File: src/rtl/usb_attach_pkg.sv
// package: constants, register layout and types for the usb attach/detach control block
package usb_attach_pkg;

  // ----------------------------------------------------------------
  // register map (byte addresses)
  // ----------------------------------------------------------------
  localparam logic [3:0] CTRL_OFF = 4'h0;
  localparam logic [3:0] PINSEL_OFF = 4'h4;
  localparam logic [3:0] POWER_OFF = 4'h8;
  localparam logic [3:0] STATUS_OFF = 4'hC;

  // ----------------------------------------------------------------
  // field layouts and reset values
  // ----------------------------------------------------------------
  localparam int PIN_COUNT = 16;
  localparam int PIN_IDX_W = 4;

  typedef struct packed {
    logic wake_req;
    logic self_powered;
    logic ext_pullup;
    logic ready;
  } ctrl_t;

  typedef struct packed {
    logic [PIN_IDX_W-1:0] pullup_pin;
    logic [PIN_IDX_W-1:0] wake_pin;
    logic [PIN_IDX_W-1:0] detach_pin;
    logic [PIN_IDX_W-1:0] vbus_pin;
  } pinsel_t;

  typedef struct packed {
    logic [1:0] state;
    logic resume;
    logic suspended;
    logic wake_active;
    logic pull_on;
    logic detached;
    logic vbus;
  } status_t;

  localparam ctrl_t CTRL_RST = 4'h4;
  localparam pinsel_t PINSEL_RST = 16'h5432;
  localparam logic [7:0] POWER_RST = 8'h32;
  localparam logic [2:0] HSIZE_WORD = 3'h2;

  // ----------------------------------------------------------------
  // timing
  // ----------------------------------------------------------------
  localparam int CLK_PERIOD_NS = 20;
  localparam int MS_NS = 1000000;
  localparam int MS_CYCLES = MS_NS / CLK_PERIOD_NS;
  localparam logic [3:0] SUSPEND_IDLE_MS = 4'h3;
  localparam logic [3:0] RESUME_DRIVE_MS = 4'hA;
  localparam logic [3:0] WAKE_PULSE_MS = 4'hA;

  typedef enum logic [1:0] {
    ST_DETACHED = 2'b00,
    ST_ATTACHED = 2'b01,
    ST_SUSPENDED = 2'b10,
    ST_RESUME = 2'b11
  } link_state_t;

  function automatic logic pick_pin(input logic [PIN_COUNT-1:0] vec, input logic [PIN_IDX_W-1:0] idx);
    pick_pin = vec[idx];
  endfunction

endpackage

File: src/rtl/bit_sync.sv
// two-flop synchroniser for a group of asynchronous inputs
`timescale 1ns/1ps
module bit_sync #(
  parameter int WIDTH = 1
) (
  input wire logic hclk,
  input wire logic hresetn,
  input wire logic [WIDTH-1:0] async_in,
  output logic [WIDTH-1:0] sync_out
);
  logic [WIDTH-1:0] meta_ff;
  logic [WIDTH-1:0] sync_ff;

  // first stage is read only by the second stage
  always_ff @(posedge hclk or negedge hresetn) begin
    if (!hresetn) begin
      meta_ff <= '0;
      sync_ff <= '0;
    end else begin
      meta_ff <= async_in;
      sync_ff <= meta_ff;
    end
  end

  assign sync_out = sync_ff;
endmodule // bit_sync

File: src/rtl/tick_divider.sv
// divider that emits a one-cycle enable pulse every CYCLES clocks
`timescale 1ns/1ps
module tick_divider #(
  parameter int CYCLES = 50000
) (
  input wire logic hclk,
  input wire logic hresetn,
  output logic tick
);
  localparam int CW = (CYCLES > 1) ? $clog2(CYCLES) : 1;
  localparam logic [CW-1:0] LAST = CW'(CYCLES - 1);

  logic [CW-1:0] cnt_ff;
  logic [CW-1:0] nxt_cnt;
  logic tick_ff;
  logic nxt_tick;

  always_comb begin
    nxt_tick = (cnt_ff == LAST);
    nxt_cnt = nxt_tick ? '0 : cnt_ff + CW'(1);
  end

  always_ff @(posedge hclk or negedge hresetn) begin
    if (!hresetn) begin
      cnt_ff <= '0;
      tick_ff <= 1'b0;
    end else begin
      cnt_ff <= nxt_cnt;
      tick_ff <= nxt_tick;
    end
  end

  assign tick = tick_ff;
endmodule // tick_divider

File: src/rtl/usb_attach_detach_control.sv
// usb attach/detach control: pull-up, vbus sense, out-of-band detach and wake, ahb-lite registers
//
// Operation
// RQ1: the port is full speed only, announced by a pull-up on the positive line, with no external transceiver logic.
// RQ2: the block only answers the host and never starts traffic; the host is bus master.
// RQ3: the positive line pull-up is enabled only once software marks the device ready to enumerate.
// RQ4: the pull-up is internal by default or driven from a selectable general purpose pin.
// RQ5: in self-powered mode the pull-up stays off whenever the bus-power sense input is low.
// RQ6: the bus-power sense input comes from general purpose pin two by default.
// RQ7: a high detach request floats both data lines and removes the pull-up.
// RQ8: when the detach request falls the pull-up is restored and the device waits for enumeration.
// RQ9: the active-high host wake output is used only while the detach request is high.
// RQ10: while detached no in-band resume is driven on the data lines; the wake pin is used instead.
// RQ11: detach and wake may each be mapped to any general purpose pin.
// RQ12: in bus-powered mode the power figure for enumeration is held in a register; the mode is off at reset.
// RQ13: on bus power the block enters a suspended low-power state after bus idle.
// RQ14: detach and bus-power sense are synchronised before use.
//
// The AHB-Lite register port and the placing of the registers were left to the implementer.
`timescale 1ns/1ps
module usb_attach_detach_control #(
  parameter int TICK_CYCLES = usb_attach_pkg::MS_CYCLES
) (
  input wire logic hclk,
  input wire logic hresetn,
  input wire logic hsel,
  input wire logic [31:0] haddr,
  input wire logic [1:0] htrans,
  input wire logic hwrite,
  input wire logic [2:0] hsize,
  input wire logic [31:0] hwdata,
  input wire logic hready,
  output logic hreadyout,
  output logic [31:0] hrdata,
  output logic hresp,
  input wire logic [usb_attach_pkg::PIN_COUNT-1:0] general_purpose_pin_in,
  output logic [usb_attach_pkg::PIN_COUNT-1:0] general_purpose_pin_out,
  output logic [usb_attach_pkg::PIN_COUNT-1:0] general_purpose_pin_oe,
  input wire logic data_plus_line_in,
  output logic data_plus_line_out,
  output logic data_plus_line_oe,
  input wire logic data_minus_line_in,
  output logic data_minus_line_out,
  output logic data_minus_line_oe,
  output logic dp_pullup_en,
  output logic low_power
);
  localparam int PC = usb_attach_pkg::PIN_COUNT;

  // ----------------------------------------------------------------
  // input synchronisation and timebase
  // ----------------------------------------------------------------
  logic [PC-1:0] pins_s;
  logic dp_s;
  logic dm_s;
  logic tick;

  // RQ14 sync pin inputs
  bit_sync #(.WIDTH(PC + 2)) u_sync (
    .hclk(hclk),
    .hresetn(hresetn),
    .async_in({data_minus_line_in, data_plus_line_in, general_purpose_pin_in}),
    .sync_out({dm_s, dp_s, pins_s})
  );

  tick_divider #(.CYCLES(TICK_CYCLES)) u_tick (
    .hclk(hclk),
    .hresetn(hresetn),
    .tick(tick)
  );

  // ----------------------------------------------------------------
  // register state
  // ----------------------------------------------------------------
  usb_attach_pkg::ctrl_t ctrl_ff;
  usb_attach_pkg::ctrl_t nxt_ctrl;
  usb_attach_pkg::pinsel_t pinsel_ff;
  usb_attach_pkg::pinsel_t nxt_pinsel;
  logic [7:0] power_ff;
  logic [7:0] nxt_power;
  logic wr_pend_ff;
  logic nxt_wr_pend;
  logic [3:0] wr_addr_ff;
  logic [3:0] nxt_wr_addr;
  logic [31:0] rdata_ff;
  logic [31:0] nxt_rdata;
  logic wake_cmd_ff;
  logic nxt_wake_cmd;
  usb_attach_pkg::status_t status;

  // ----------------------------------------------------------------
  // link state
  // ----------------------------------------------------------------
  usb_attach_pkg::link_state_t state_ff;
  usb_attach_pkg::link_state_t nxt_state;
  logic [3:0] cnt_ff;
  logic [3:0] nxt_cnt;
  logic [3:0] wake_cnt_ff;
  logic [3:0] nxt_wake_cnt;
  logic pull_on_ff;
  logic nxt_pull_on;
  logic pullup_int_ff;
  logic nxt_pullup_int;
  logic line_oe_ff;
  logic nxt_line_oe;
  logic low_power_ff;
  logic nxt_low_power;
  logic [PC-1:0] gp_out_ff;
  logic [PC-1:0] nxt_gp_out;
  logic [PC-1:0] gp_oe_ff;
  logic [PC-1:0] nxt_gp_oe;

  logic vbus;
  logic detach;
  logic power_ok;
  logic attach_ok;
  logic bus_idle;
  logic access;

  // RQ6 vbus sense pin mapping
  assign vbus = usb_attach_pkg::pick_pin(pins_s, pinsel_ff.vbus_pin);
  // RQ11 detach pin mapping
  assign detach = usb_attach_pkg::pick_pin(pins_s, pinsel_ff.detach_pin);
  // RQ5 vbus gates pull-up
  assign power_ok = !ctrl_ff.self_powered || vbus;
  // RQ3 ready gates attach
  assign attach_ok = ctrl_ff.ready && !detach && power_ok;
  // full-speed idle is J: plus high, minus low
  assign bus_idle = dp_s && !dm_s;
  assign access = hsel && hready && htrans[1];

  assign status = '{state: state_ff, resume: state_ff == usb_attach_pkg::ST_RESUME,
                    suspended: state_ff == usb_attach_pkg::ST_SUSPENDED,
                    wake_active: wake_cnt_ff != 4'h0, pull_on: pull_on_ff, detached: detach, vbus: vbus};

  // ----------------------------------------------------------------
  // ahb-lite slave, zero wait states
  // ----------------------------------------------------------------
  always_comb begin
    nxt_ctrl = ctrl_ff;
    nxt_pinsel = pinsel_ff;
    nxt_power = power_ff;
    nxt_wake_cmd = 1'b0;
    nxt_wr_pend = access && hwrite && (hsize == usb_attach_pkg::HSIZE_WORD);
    nxt_wr_addr = haddr[3:0];
    nxt_rdata = rdata_ff;
    if (access && !hwrite) begin
      case (haddr[3:0])
        usb_attach_pkg::CTRL_OFF: nxt_rdata = {28'h0000000, ctrl_ff};
        usb_attach_pkg::PINSEL_OFF: nxt_rdata = {16'h0000, pinsel_ff};
        usb_attach_pkg::POWER_OFF: nxt_rdata = {24'h000000, power_ff};
        usb_attach_pkg::STATUS_OFF: nxt_rdata = {24'h000000, status};
        default: nxt_rdata = 32'h00000000;
      endcase
    end
    if (wr_pend_ff && hready) begin
      case (wr_addr_ff)
        usb_attach_pkg::CTRL_OFF: begin
          nxt_ctrl = hwdata[3:0];
          // wake request is a command, never stored
          nxt_ctrl.wake_req = 1'b0;
          nxt_wake_cmd = hwdata[3];
        end
        // RQ11 software pin map
        usb_attach_pkg::PINSEL_OFF: nxt_pinsel = hwdata[15:0];
        // RQ12 power figure
        usb_attach_pkg::POWER_OFF: nxt_power = hwdata[7:0];
        default: nxt_wake_cmd = 1'b0;
      endcase
    end
  end

  always_ff @(posedge hclk or negedge hresetn) begin
    if (!hresetn) begin
      ctrl_ff <= usb_attach_pkg::CTRL_RST;
      pinsel_ff <= usb_attach_pkg::PINSEL_RST;
      power_ff <= usb_attach_pkg::POWER_RST;
      wr_pend_ff <= 1'b0;
      wr_addr_ff <= 4'h0;
      rdata_ff <= 32'h00000000;
      wake_cmd_ff <= 1'b0;
    end else begin
      ctrl_ff <= nxt_ctrl;
      pinsel_ff <= nxt_pinsel;
      power_ff <= nxt_power;
      wr_pend_ff <= nxt_wr_pend;
      wr_addr_ff <= nxt_wr_addr;
      rdata_ff <= nxt_rdata;
      wake_cmd_ff <= nxt_wake_cmd;
    end
  end

  // ----------------------------------------------------------------
  // attach state machine and pin drive
  // ----------------------------------------------------------------
  always_comb begin
    nxt_state = state_ff;
    nxt_cnt = cnt_ff;
    if (!attach_ok) begin
      // RQ7 detach forces off
      nxt_state = usb_attach_pkg::ST_DETACHED;
      nxt_cnt = 4'h0;
    end else begin
      case (state_ff)
        // RQ8 reattach and await host
        usb_attach_pkg::ST_DETACHED: begin
          nxt_state = usb_attach_pkg::ST_ATTACHED;
          nxt_cnt = 4'h0;
        end
        // RQ13 idle leads to suspend
        usb_attach_pkg::ST_ATTACHED: begin
          if (!bus_idle) begin
            nxt_cnt = 4'h0;
          end else if (tick) begin
            if (cnt_ff == usb_attach_pkg::SUSPEND_IDLE_MS - 4'h1) begin
              nxt_state = usb_attach_pkg::ST_SUSPENDED;
              nxt_cnt = 4'h0;
            end else begin
              nxt_cnt = cnt_ff + 4'h1;
            end
          end
        end
        // RQ2 leave suspend only on host traffic, resume, or loss of attach (detach, not ready, or no vbus when self-powered)
        usb_attach_pkg::ST_SUSPENDED: begin
          if (wake_cmd_ff) begin
            nxt_state = usb_attach_pkg::ST_RESUME;
            nxt_cnt = 4'h0;
          end else if (!bus_idle) begin
            nxt_state = usb_attach_pkg::ST_ATTACHED;
          end
        end
        usb_attach_pkg::ST_RESUME: begin
          if (tick) begin
            if (cnt_ff == usb_attach_pkg::RESUME_DRIVE_MS - 4'h1) begin
              nxt_state = usb_attach_pkg::ST_ATTACHED;
              nxt_cnt = 4'h0;
            end else begin
              nxt_cnt = cnt_ff + 4'h1;
            end
          end
        end
        default: begin
          nxt_state = usb_attach_pkg::ST_DETACHED;
          nxt_cnt = 4'h0;
        end
      endcase
    end

    // RQ9 wake pulse only while detached
    if (!detach) begin
      nxt_wake_cnt = 4'h0;
    end else if (wake_cmd_ff) begin
      nxt_wake_cnt = usb_attach_pkg::WAKE_PULSE_MS;
    end else if (tick && wake_cnt_ff != 4'h0) begin
      nxt_wake_cnt = wake_cnt_ff - 4'h1;
    end else begin
      nxt_wake_cnt = wake_cnt_ff;
    end

    // RQ1 pull-up on plus line marks full speed
    nxt_pull_on = nxt_state != usb_attach_pkg::ST_DETACHED;
    // RQ4 internal or external pull-up
    nxt_pullup_int = nxt_pull_on && !ctrl_ff.ext_pullup;
    // RQ10 in-band resume only when attached
    nxt_line_oe = nxt_state == usb_attach_pkg::ST_RESUME;
    nxt_low_power = (nxt_state == usb_attach_pkg::ST_SUSPENDED) && !ctrl_ff.self_powered;

    // wake pin is driven while detach is high, pull-up pin while the external pull-up is on; others are released
    nxt_gp_out = '0;
    nxt_gp_oe = '0;
    nxt_gp_out[pinsel_ff.wake_pin] = nxt_wake_cnt != 4'h0;
    nxt_gp_oe[pinsel_ff.wake_pin] = detach;
    if (nxt_pull_on && ctrl_ff.ext_pullup) begin
      nxt_gp_out[pinsel_ff.pullup_pin] = 1'b1;
      nxt_gp_oe[pinsel_ff.pullup_pin] = 1'b1;
    end
  end

  always_ff @(posedge hclk or negedge hresetn) begin
    if (!hresetn) begin
      state_ff <= usb_attach_pkg::ST_DETACHED;
      cnt_ff <= 4'h0;
      wake_cnt_ff <= 4'h0;
      pull_on_ff <= 1'b0;
      pullup_int_ff <= 1'b0;
      line_oe_ff <= 1'b0;
      low_power_ff <= 1'b0;
      gp_out_ff <= '0;
      gp_oe_ff <= '0;
    end else begin
      state_ff <= nxt_state;
      cnt_ff <= nxt_cnt;
      wake_cnt_ff <= nxt_wake_cnt;
      pull_on_ff <= nxt_pull_on;
      pullup_int_ff <= nxt_pullup_int;
      line_oe_ff <= nxt_line_oe;
      low_power_ff <= nxt_low_power;
      gp_out_ff <= nxt_gp_out;
      gp_oe_ff <= nxt_gp_oe;
    end
  end

  assign hreadyout = 1'b1;
  assign hresp = 1'b0;
  assign hrdata = rdata_ff;
  assign general_purpose_pin_out = gp_out_ff;
  assign general_purpose_pin_oe = gp_oe_ff;
  // resume drives K: plus low, minus high
  assign data_plus_line_out = 1'b0;
  assign data_minus_line_out = line_oe_ff;
  assign data_plus_line_oe = line_oe_ff;
  assign data_minus_line_oe = line_oe_ff;
  assign dp_pullup_en = pullup_int_ff;
  assign low_power = low_power_ff;
endmodule // usb_attach_detach_control

File: config.mk
export PLATFORM = sky130hd
export DESIGN_NAME = usb_attach_detach_control
export DESIGN_NICKNAME = d
export VERILOG_FILES = /design/src/rtl/usb_attach_pkg.sv /design/src/rtl/bit_sync.sv /design/src/rtl/tick_divider.sv /design/src/rtl/usb_attach_detach_control.sv
export SDC_FILE = /design/constraint.sdc
export NUM_CORES = 1
export LEC_CHECK = 0
export BUFFER_PORTS_ARGS = -buffer_cell sky130_fd_sc_hd__clkbuf_2
export CORE_MARGIN = 8
export CORE_UTILIZATION = 25
export DETAILED_ROUTE_END_ITERATION = 7
export GPL_TIMING_DRIVEN = 0
export PLACE_DENSITY = 0.51
export SLEW_MARGIN = 40
export SYNTH_ARGS = -nofsm -noshare
export SYNTH_HDL_FRONTEND = slang
export SYNTH_SLANG_ARGS = --single-unit
export TNS_END_PERCENT = 10
File: constraint.sdc
create_clock -name hclk -period 2.3 [get_ports hclk]
set_input_delay 0.46 -clock hclk [delete_from_list [all_inputs] [get_ports hclk]]
set_output_delay 0.46 -clock hclk [all_outputs]
set_load 0.02 [all_outputs]
==> flow_metrics.env, run 1 <==
export IMPL_vias_per_cell=4.364
export IMPL_clk_latency_ns=0.42
export IMPL_power_uw=5877
export IMPL_cts_tree="yes"
export IMPL_grt_remaining_overflow=0
export IMPL_num_antenna_cells=0
export IMPL_startpoint_type="flip-flop"
export IMPL_p_per_area_mw_per_mm2=733.7
export IMPL_die_area_sq_mm=0.02980
export IMPL_cp_data_required_time_ns=2.64
export IMPL_globalplace_congestion=0.7455
export IMPL_cap_violations=0
export IMPL_hold_class="input port to flip-flop"
export IMPL_cp_end_kind="flip-flop"
export IMPL_slew_viol_final=0
export IMPL_r2r_cells=7
export IMPL_period_needed_ns=2.456
export IMPL_avgSynthCellArea_sq_um=12.96
export IMPL_grtUsageTotal_pct=10.35
export IMPL_fp_dieW_um=172.6
export IMPL_rsz0062_at_grt="yes"
export IMPL_clock_path_buffers=2
export IMPL_synth_cells=473
export IMPL_dp_hpwl_um=11100
export IMPL_ios=164
export IMPL_register_area_sq_mm=0.003716
export IMPL_relSlewSlack_pct=46.23
export IMPL_ir_worst_vdd_mv=0.4211
export IMPL_wl_um=15090
export IMPL_grt_pass1_vias=4302
export IMPL_violations="setup timing"
export IMPL_grt_pass1_wl_um=24650
export IMPL_crit_arrival_ns=2.79
export IMPL_die_y_um=172.6
export IMPL_timing_final_crit_share_pct=106.8
export IMPL_htreeDepth=4
export IMPL_floorplan_rows=57
export IMPL_synth_seq_cells=148
export IMPL_antenna_found_initial=1
export IMPL_clock_skew_ns=0.009290
export IMPL_synth_ff_type="dfrtp_1"
export IMPL_max_slew_worst_pin_slew_ns=0.8065
export IMPL_p_leak_uw=0.003702
export IMPL_syn_area_sq_mm=0.006132
export IMPL_multiInputGateArea_sq_mm=0.002382
export IMPL_async_reset_ff_share_pct=100.0
export IMPL_clock_sinks=148
export IMPL_holdWs_ns=0.1418
export IMPL_drt_first_iter_violations=305
export IMPL_ant_nets=0
export IMPL_worst_slack_ns=-0.1562
export IMPL_nFillCells=2406
export IMPL_cts_buffers=17
export IMPL_finalHoldViolCount=0
export IMPL_outcome="finished, violations left"
export IMPL_clk_root_buffer_cell="clkbuf_16"
export IMPL_fmax_mhz=407.1
export IMPL_vias=4155
export IMPL_setup_viol=35
export IMPL_firstDrtPassIters=4
export IMPL_yosys_warnings=0
export IMPL_clkTransAtPathRegs_ns=0.06
export IMPL_drive_gt1_share_pct=41.08
export IMPL_syn_to_final_growth_pct=30.61
export IMPL_synth_edff_count=0
export IMPL_nets=710
export IMPL_start_util_pct=25.36
export IMPL_worstPathMaxFanout=8
export IMPL_portBuffers=99
export IMPL_yosysSeqAreaShare_pct=60.60
export IMPL_ys_types=65
export IMPL_core_area_sq_mm=0.02418
export IMPL_grt_max_degree=57
export IMPL_fin_tns_setup_ns=-3.106
export IMPL_wl_per_cell_um=15.85
export IMPL_worstHoldPathCells=1
export IMPL_path_class="flip-flop to flip-flop"
export IMPL_drc=0
## what timing repair did
item	CTS	global route
pin swaps	6	5
hold buffers	1	0
endpoints found under the setup margin	42	51
resized for setup	21	10
hold endpoints to repair	42	0
setup buffers	3	3
## synth_stat cells (3+ instances only)
master,n,area (sq um)
o22ai_1,32,200.2
dfstp_2,10,262.8
a22o_1,11,96.34
mux4_2,6,135.1
nand4_1,6,37.54
buf_4,21,157.7
or3b_2,3,26.28
o21ai_0,14,70.07
xor2_1,8,70.07
dfrtp_1,138,3453
mux4_1,3,78.83
nand3b_1,5,37.54
nand2b_1,4,25.02
or3_1,3,18.77
a22oi_1,7,52.55
nor2b_1,3,18.77
nor2_1,35,131.4
or2_2,4,25.02
mux2_2,29,326.6
xnor2_1,6,52.55
clkbuf_1,7,26.28
a21oi_1,7,35.03
nor3_1,8,40.04
inv_1,8,30.03
or2b_2,3,26.28
nand2_1,28,105.1
nand3_1,9,45.04
mux2i_1,5,50.05
## layout by cell type, fill, tap and decap left out, types with 4 or more instances in the layout
| cell type | synthesis | final |
|---|---|---|
| clkbuf_16 | 0 | 17 |
| nand2b_1 | 4 | 4 |
| nand2_1 | 28 | 28 |
| clkbuf_1 | 7 | 6 |
| nor3_1 | 8 | 5 |
| xnor2_1 | 6 | 6 |
| dfrtp_1 | 138 | 138 |
| o22ai_2 | 0 | 13 |
| o22ai_1 | 32 | 19 |
| bufinv_16 | 0 | 4 |
| clkinvlp_4 | 0 | 4 |
| dfstp_2 | 10 | 10 |
| a22o_1 | 11 | 9 |
| inv_1 | 8 | 8 |
| xor2_1 | 8 | 8 |
| a21oi_1 | 7 | 6 |
| clkbuf_2 | 0 | 98 |
| or2_2 | 4 | 4 |
| buf_4 | 21 | 25 |
| mux2i_1 | 5 | 4 |
| nand4_1 | 6 | 6 |
| o21ai_0 | 14 | 14 |
| nand3_1 | 9 | 8 |
| nor2_1 | 35 | 34 |
| a22oi_1 | 7 | 7 |
| conb_1 | 2 | 19 |
| mux4_2 | 6 | 8 |
| nand3b_1 | 5 | 5 |
| mux2_2 | 29 | 29 |
## worst paths after layout
path                                   startpoint                        end  slack [ns]
max in group asynchronous                 hresetn               pinsel_ff[1]        1.07
worst min-delay path            data_plus_line_in         u_sync.meta_ff[16]        0.14
worst max register to register       pinsel_ff[4]  general_purpose_pin_oe[4]       -0.16
worst min register to register  u_sync.meta_ff[4]         u_sync.sync_out[4]        0.35
min in group asynchronous                 hresetn                 wr_pend_ff        0.56
worst max-delay path                 pinsel_ff[4]  general_purpose_pin_oe[4]       -0.16
## layer usage
layer	share of wire, %	up-vias	track usage (%)
li1	-	1967	-
met1	48	2044	14.27
met2	43	119	14.62
met3	6.6	23	3.855
met4	2.0	2	3.516
met5	0.053	-	0
## cells by family after synthesis
| group | Yosys count | share of synthesized area [%] |
|---|---|---|
| buf+inv | 40 | 4.101 |
| xor+xnor | 14 | 2.000 |
| fa+ha+maj | 2 | 0.4080 |
| other cells | 2 | 0.1225 |
| simple gates | 135 | 13.06 |
| compound gates | 89 | 10.08 |
| mux | 43 | 9.631 |
| flops | 148 | 60.60 |
## power by group
part / total, uW / switching (uW) / internal (uW)
clock: 2950 / 1120 / 1820
sequential: 2670 / 19.9 / 2650
combinational: 261 / 155 / 106
total: 5880 / 1300 / 4580
## sequential cells by signal, summed over array words and instances (netlist names), 8 cells and up
register                 cells
general_purpose_pin_oe      16
hrdata                      16
general_purpose_pin_out     16
u_sync.sync_out             18
power_ff                     8
pinsel_ff                   16
u_sync.meta_ff              18
u_tick.cnt_ff               16
## through the flow
step           utilization, %  instances  cell area [sq um]  setup slack, ns
4_1_cts                 32.82        949               7934          -0.1936
3_5_place_dp            29.66        915               7171          -0.4662
6_report                33.13        952               8009          -0.1562
5_1_grt                 33.13        952               8009          -0.2498
3_3_place_gp            29.35        913               7097           -1.903
2_1_floorplan               -        490               6196         -0.08594
## final cells by class
| type | count | area share (%) |
|---|---|---|
| clock inverters | 14 | 2.515 |
| clock buffers | 17 | 5.312 |
| inverters | 8 | 0.3749 |
| flip-flops and latches | 148 | 46.40 |
| plain buffers | 31 | 2.718 |
| well taps | 324 | 5.062 |
| multi-input cells | 302 | 29.75 |
| repair buffers | 108 | 7.874 |
## worst max-delay path: stages, from the launching register on
cell	delay (ns)
dfstp_2	0.52
buf_6	0.13
mux4_2	0.53
a22o_4	0.26
a311oi_4	0.30
buf_12	0.17
nand4b_4	0.23
o22ai_2	0.23
Power figures use the tool's default switching activity.
==> run 2, diff against run 1 <==
==> constraint.sdc (replaced) <==
create_clock -name hclk -period 2.3 [get_ports hclk]
set_input_delay 0.115 -clock hclk [delete_from_list [all_inputs] [get_ports hclk]]
set_output_delay 0.115 -clock hclk [all_outputs]
set_load 0.02 [all_outputs]
==> flow_metrics.env, run 2 (synthesis results as in run 1) <==
export IMPL_outcome="finished, violations left"
export IMPL_violations="setup timing"
export IMPL_vias=4326
export IMPL_worst_slack_ns=-0.1549
export IMPL_comb_power_share_pct=5.3
export IMPL_startpoint_type="flip-flop"
export IMPL_finalHoldViolCount=0
export IMPL_ir_worst_vdd_mv=0.4239
export IMPL_relSlewSlack_pct=46.27
export IMPL_vias_per_cell=4.356
export IMPL_rsz0062_at_grt="yes"
export IMPL_grt_remaining_overflow=0
export IMPL_timing_final_crit_share_pct=106.7
export IMPL_fp_dieW_um=172.6
export IMPL_clk_root_buffer_cell="clkbuf_16"
export IMPL_die_area_sq_mm=0.02980
export IMPL_clkTransAtPathRegs_ns=0.06
export IMPL_path_class="flip-flop to flip-flop"
export IMPL_final_common_cell="dfrtp_1"
export IMPL_drive_gt1_share_pct=38.57
export IMPL_power_frac_seq_pct=45.0
export IMPL_core_area_sq_mm=0.02418
export IMPL_hold_class="input port to asynchronous set/reset pin"
export IMPL_grtUsageTotal_pct=10.59
export IMPL_max_slew_worst_pin_slew_ns=0.8059
export IMPL_portBuffers=99
export IMPL_drt_first_iter_violations=277
export IMPL_htreeDepth=4
export IMPL_cap_violations=0
export IMPL_p_per_area_mw_per_mm2=703.6
export IMPL_ant_nets=0
export IMPL_grt_max_degree=57
export IMPL_dp_hpwl_um=11100
export IMPL_final_cell_mix="dfrtp_1 (138), clkbuf_2 (98), dlygate4sd3_1 (42)"
export IMPL_num_antenna_cells=0
export IMPL_cts_tree="yes"
export IMPL_internal_power_uw=4623
export IMPL_setup_viol=37
export IMPL_antenna_found_initial=0
export IMPL_holdWs_ns=0.2179
export IMPL_power_uw=5928
export IMPL_fmax_mhz=407.3
export IMPL_ios=164
export IMPL_worstPathMaxFanout=8
export IMPL_wl_um=15340
export IMPL_p_leak_uw=0.003877
export IMPL_clk_latency_ns=0.42
export IMPL_clockPowerShare_pct=49.6
export IMPL_syn_to_final_growth_pct=37.40
export IMPL_nets=751
export IMPL_clock_skew_ns=0.009235
export IMPL_clock_path_buffers=2
export IMPL_p_switching_uw=1305
export IMPL_slew_viol_final=0
export IMPL_drc=0
export IMPL_period_needed_ns=2.455
export IMPL_floorplan_rows=57
export IMPL_cp_data_required_time_ns=2.64
export IMPL_die_y_um=172.6
export IMPL_grt_pass1_wl_um=25360
export IMPL_globalplace_congestion=0.7455
export IMPL_grt_pass1_vias=4478
export IMPL_clock_sinks=148
export IMPL_placed_cells=915
export IMPL_cp_end_kind="flip-flop"
export IMPL_cts_buffers=17
export IMPL_p_sw_share_pct=22.01
export IMPL_start_util_pct=25.36
export IMPL_wl_per_cell_um=15.45
export IMPL_r2r_cells=7
export IMPL_post_layout_nonfiller_instances=993
export IMPL_firstDrtPassIters=4
export IMPL_crit_arrival_ns=2.79
-- run 2: cell types whose count changed in the layout (fill, tap and decap cells not counted), sizes merged --
cell and change:
dlygate4sd3 +41
-- run 2: cell type report --
class / count / area (sq um)
Tap cell: 324 / 405.4
Buffer: 31 / 217.7
Multi-Input combinational cell: 302 / 2389
Clock buffer: 17 / 425.4
Sequential cell: 148 / 3716
Fill cell: 2368 / 15750
Timing Repair Buffer: 149 / 1041
Inverter: 8 / 30.03
Clock inverter: 14 / 201.4
-- run 2: power by group through the flow --
stage / Clock, uW / Sequential [uW] / Combinational [uW]
2_1_floorplan: 0 / 2710 / 110
3_3_place_gp: 0 / 2720 / 235
3_5_place_dp: 0 / 2720 / 250
4_1_cts: 3020 / 2670 / 314
5_1_grt: 3140 / 2670 / 350
6_report: 2940 / 2670 / 317
-- run 2: worst paths after layout --
| path | from | end | slack [ns] |
|---|---|---|---|
| max | pinsel_ff[4] | general_purpose_pin_oe[4] | -0.15 |
| min | hresetn | wr_pend_ff | 0.22 |
| max reg2reg | pinsel_ff[4] | general_purpose_pin_oe[4] | -0.15 |
| min reg2reg | u_sync.meta_ff[0] | u_sync.sync_out[0] | 0.35 |
| max in group asynchronous | hresetn | pinsel_ff[1] | 1.41 |
| min in group hclk | hready | ctrl_ff[2] | 0.31 |
-- run 2: per-layer routing --
layer | track usage [%] | part of all wire [%] | up-vias
met3 | 3.616 | 6.0 | 21
met5 | 0 | 0 | -
met1 | 14.48 | 48 | 2135
li1 | - | - | 2054
met2 | 15.37 | 44 | 116
met4 | 3.516 | 1.9 | 0
-- run 2: stage by stage --
step	area [sq um]	setup slack, ns	TNS, ns	util, %
floorplan	6196	-0.08594	-2.058	-
global placement	7097	-1.558	-233.92	29.35
detailed placement	7171	-0.4662	-14.21	29.66
CTS	8344	-0.1936	-3.796	34.51
global route	8426	-0.2498	-7.692	34.85
finish	8426	-0.1549	-3.109	34.85
-- run 2: worst max-delay path, stage by stage (launching register included) --
cell	delay [ns]
dfstp_2	0.52
buf_6	0.13
mux4_2	0.53
a22o_4	0.26
a311oi_4	0.30
buf_12	0.17
nand4b_4	0.23
o22ai_2	0.23
-- run 2: timing repair --
item | 4_1_cts | 5_1_grt
hold buffers | 42 | 0
setup buffers | 3 | 3
endpoints found under the hold margin | 97 | 0
resized for setup | 21 | 11
endpoints found under the setup margin | 42 | 54
pin swaps | 6 | 5
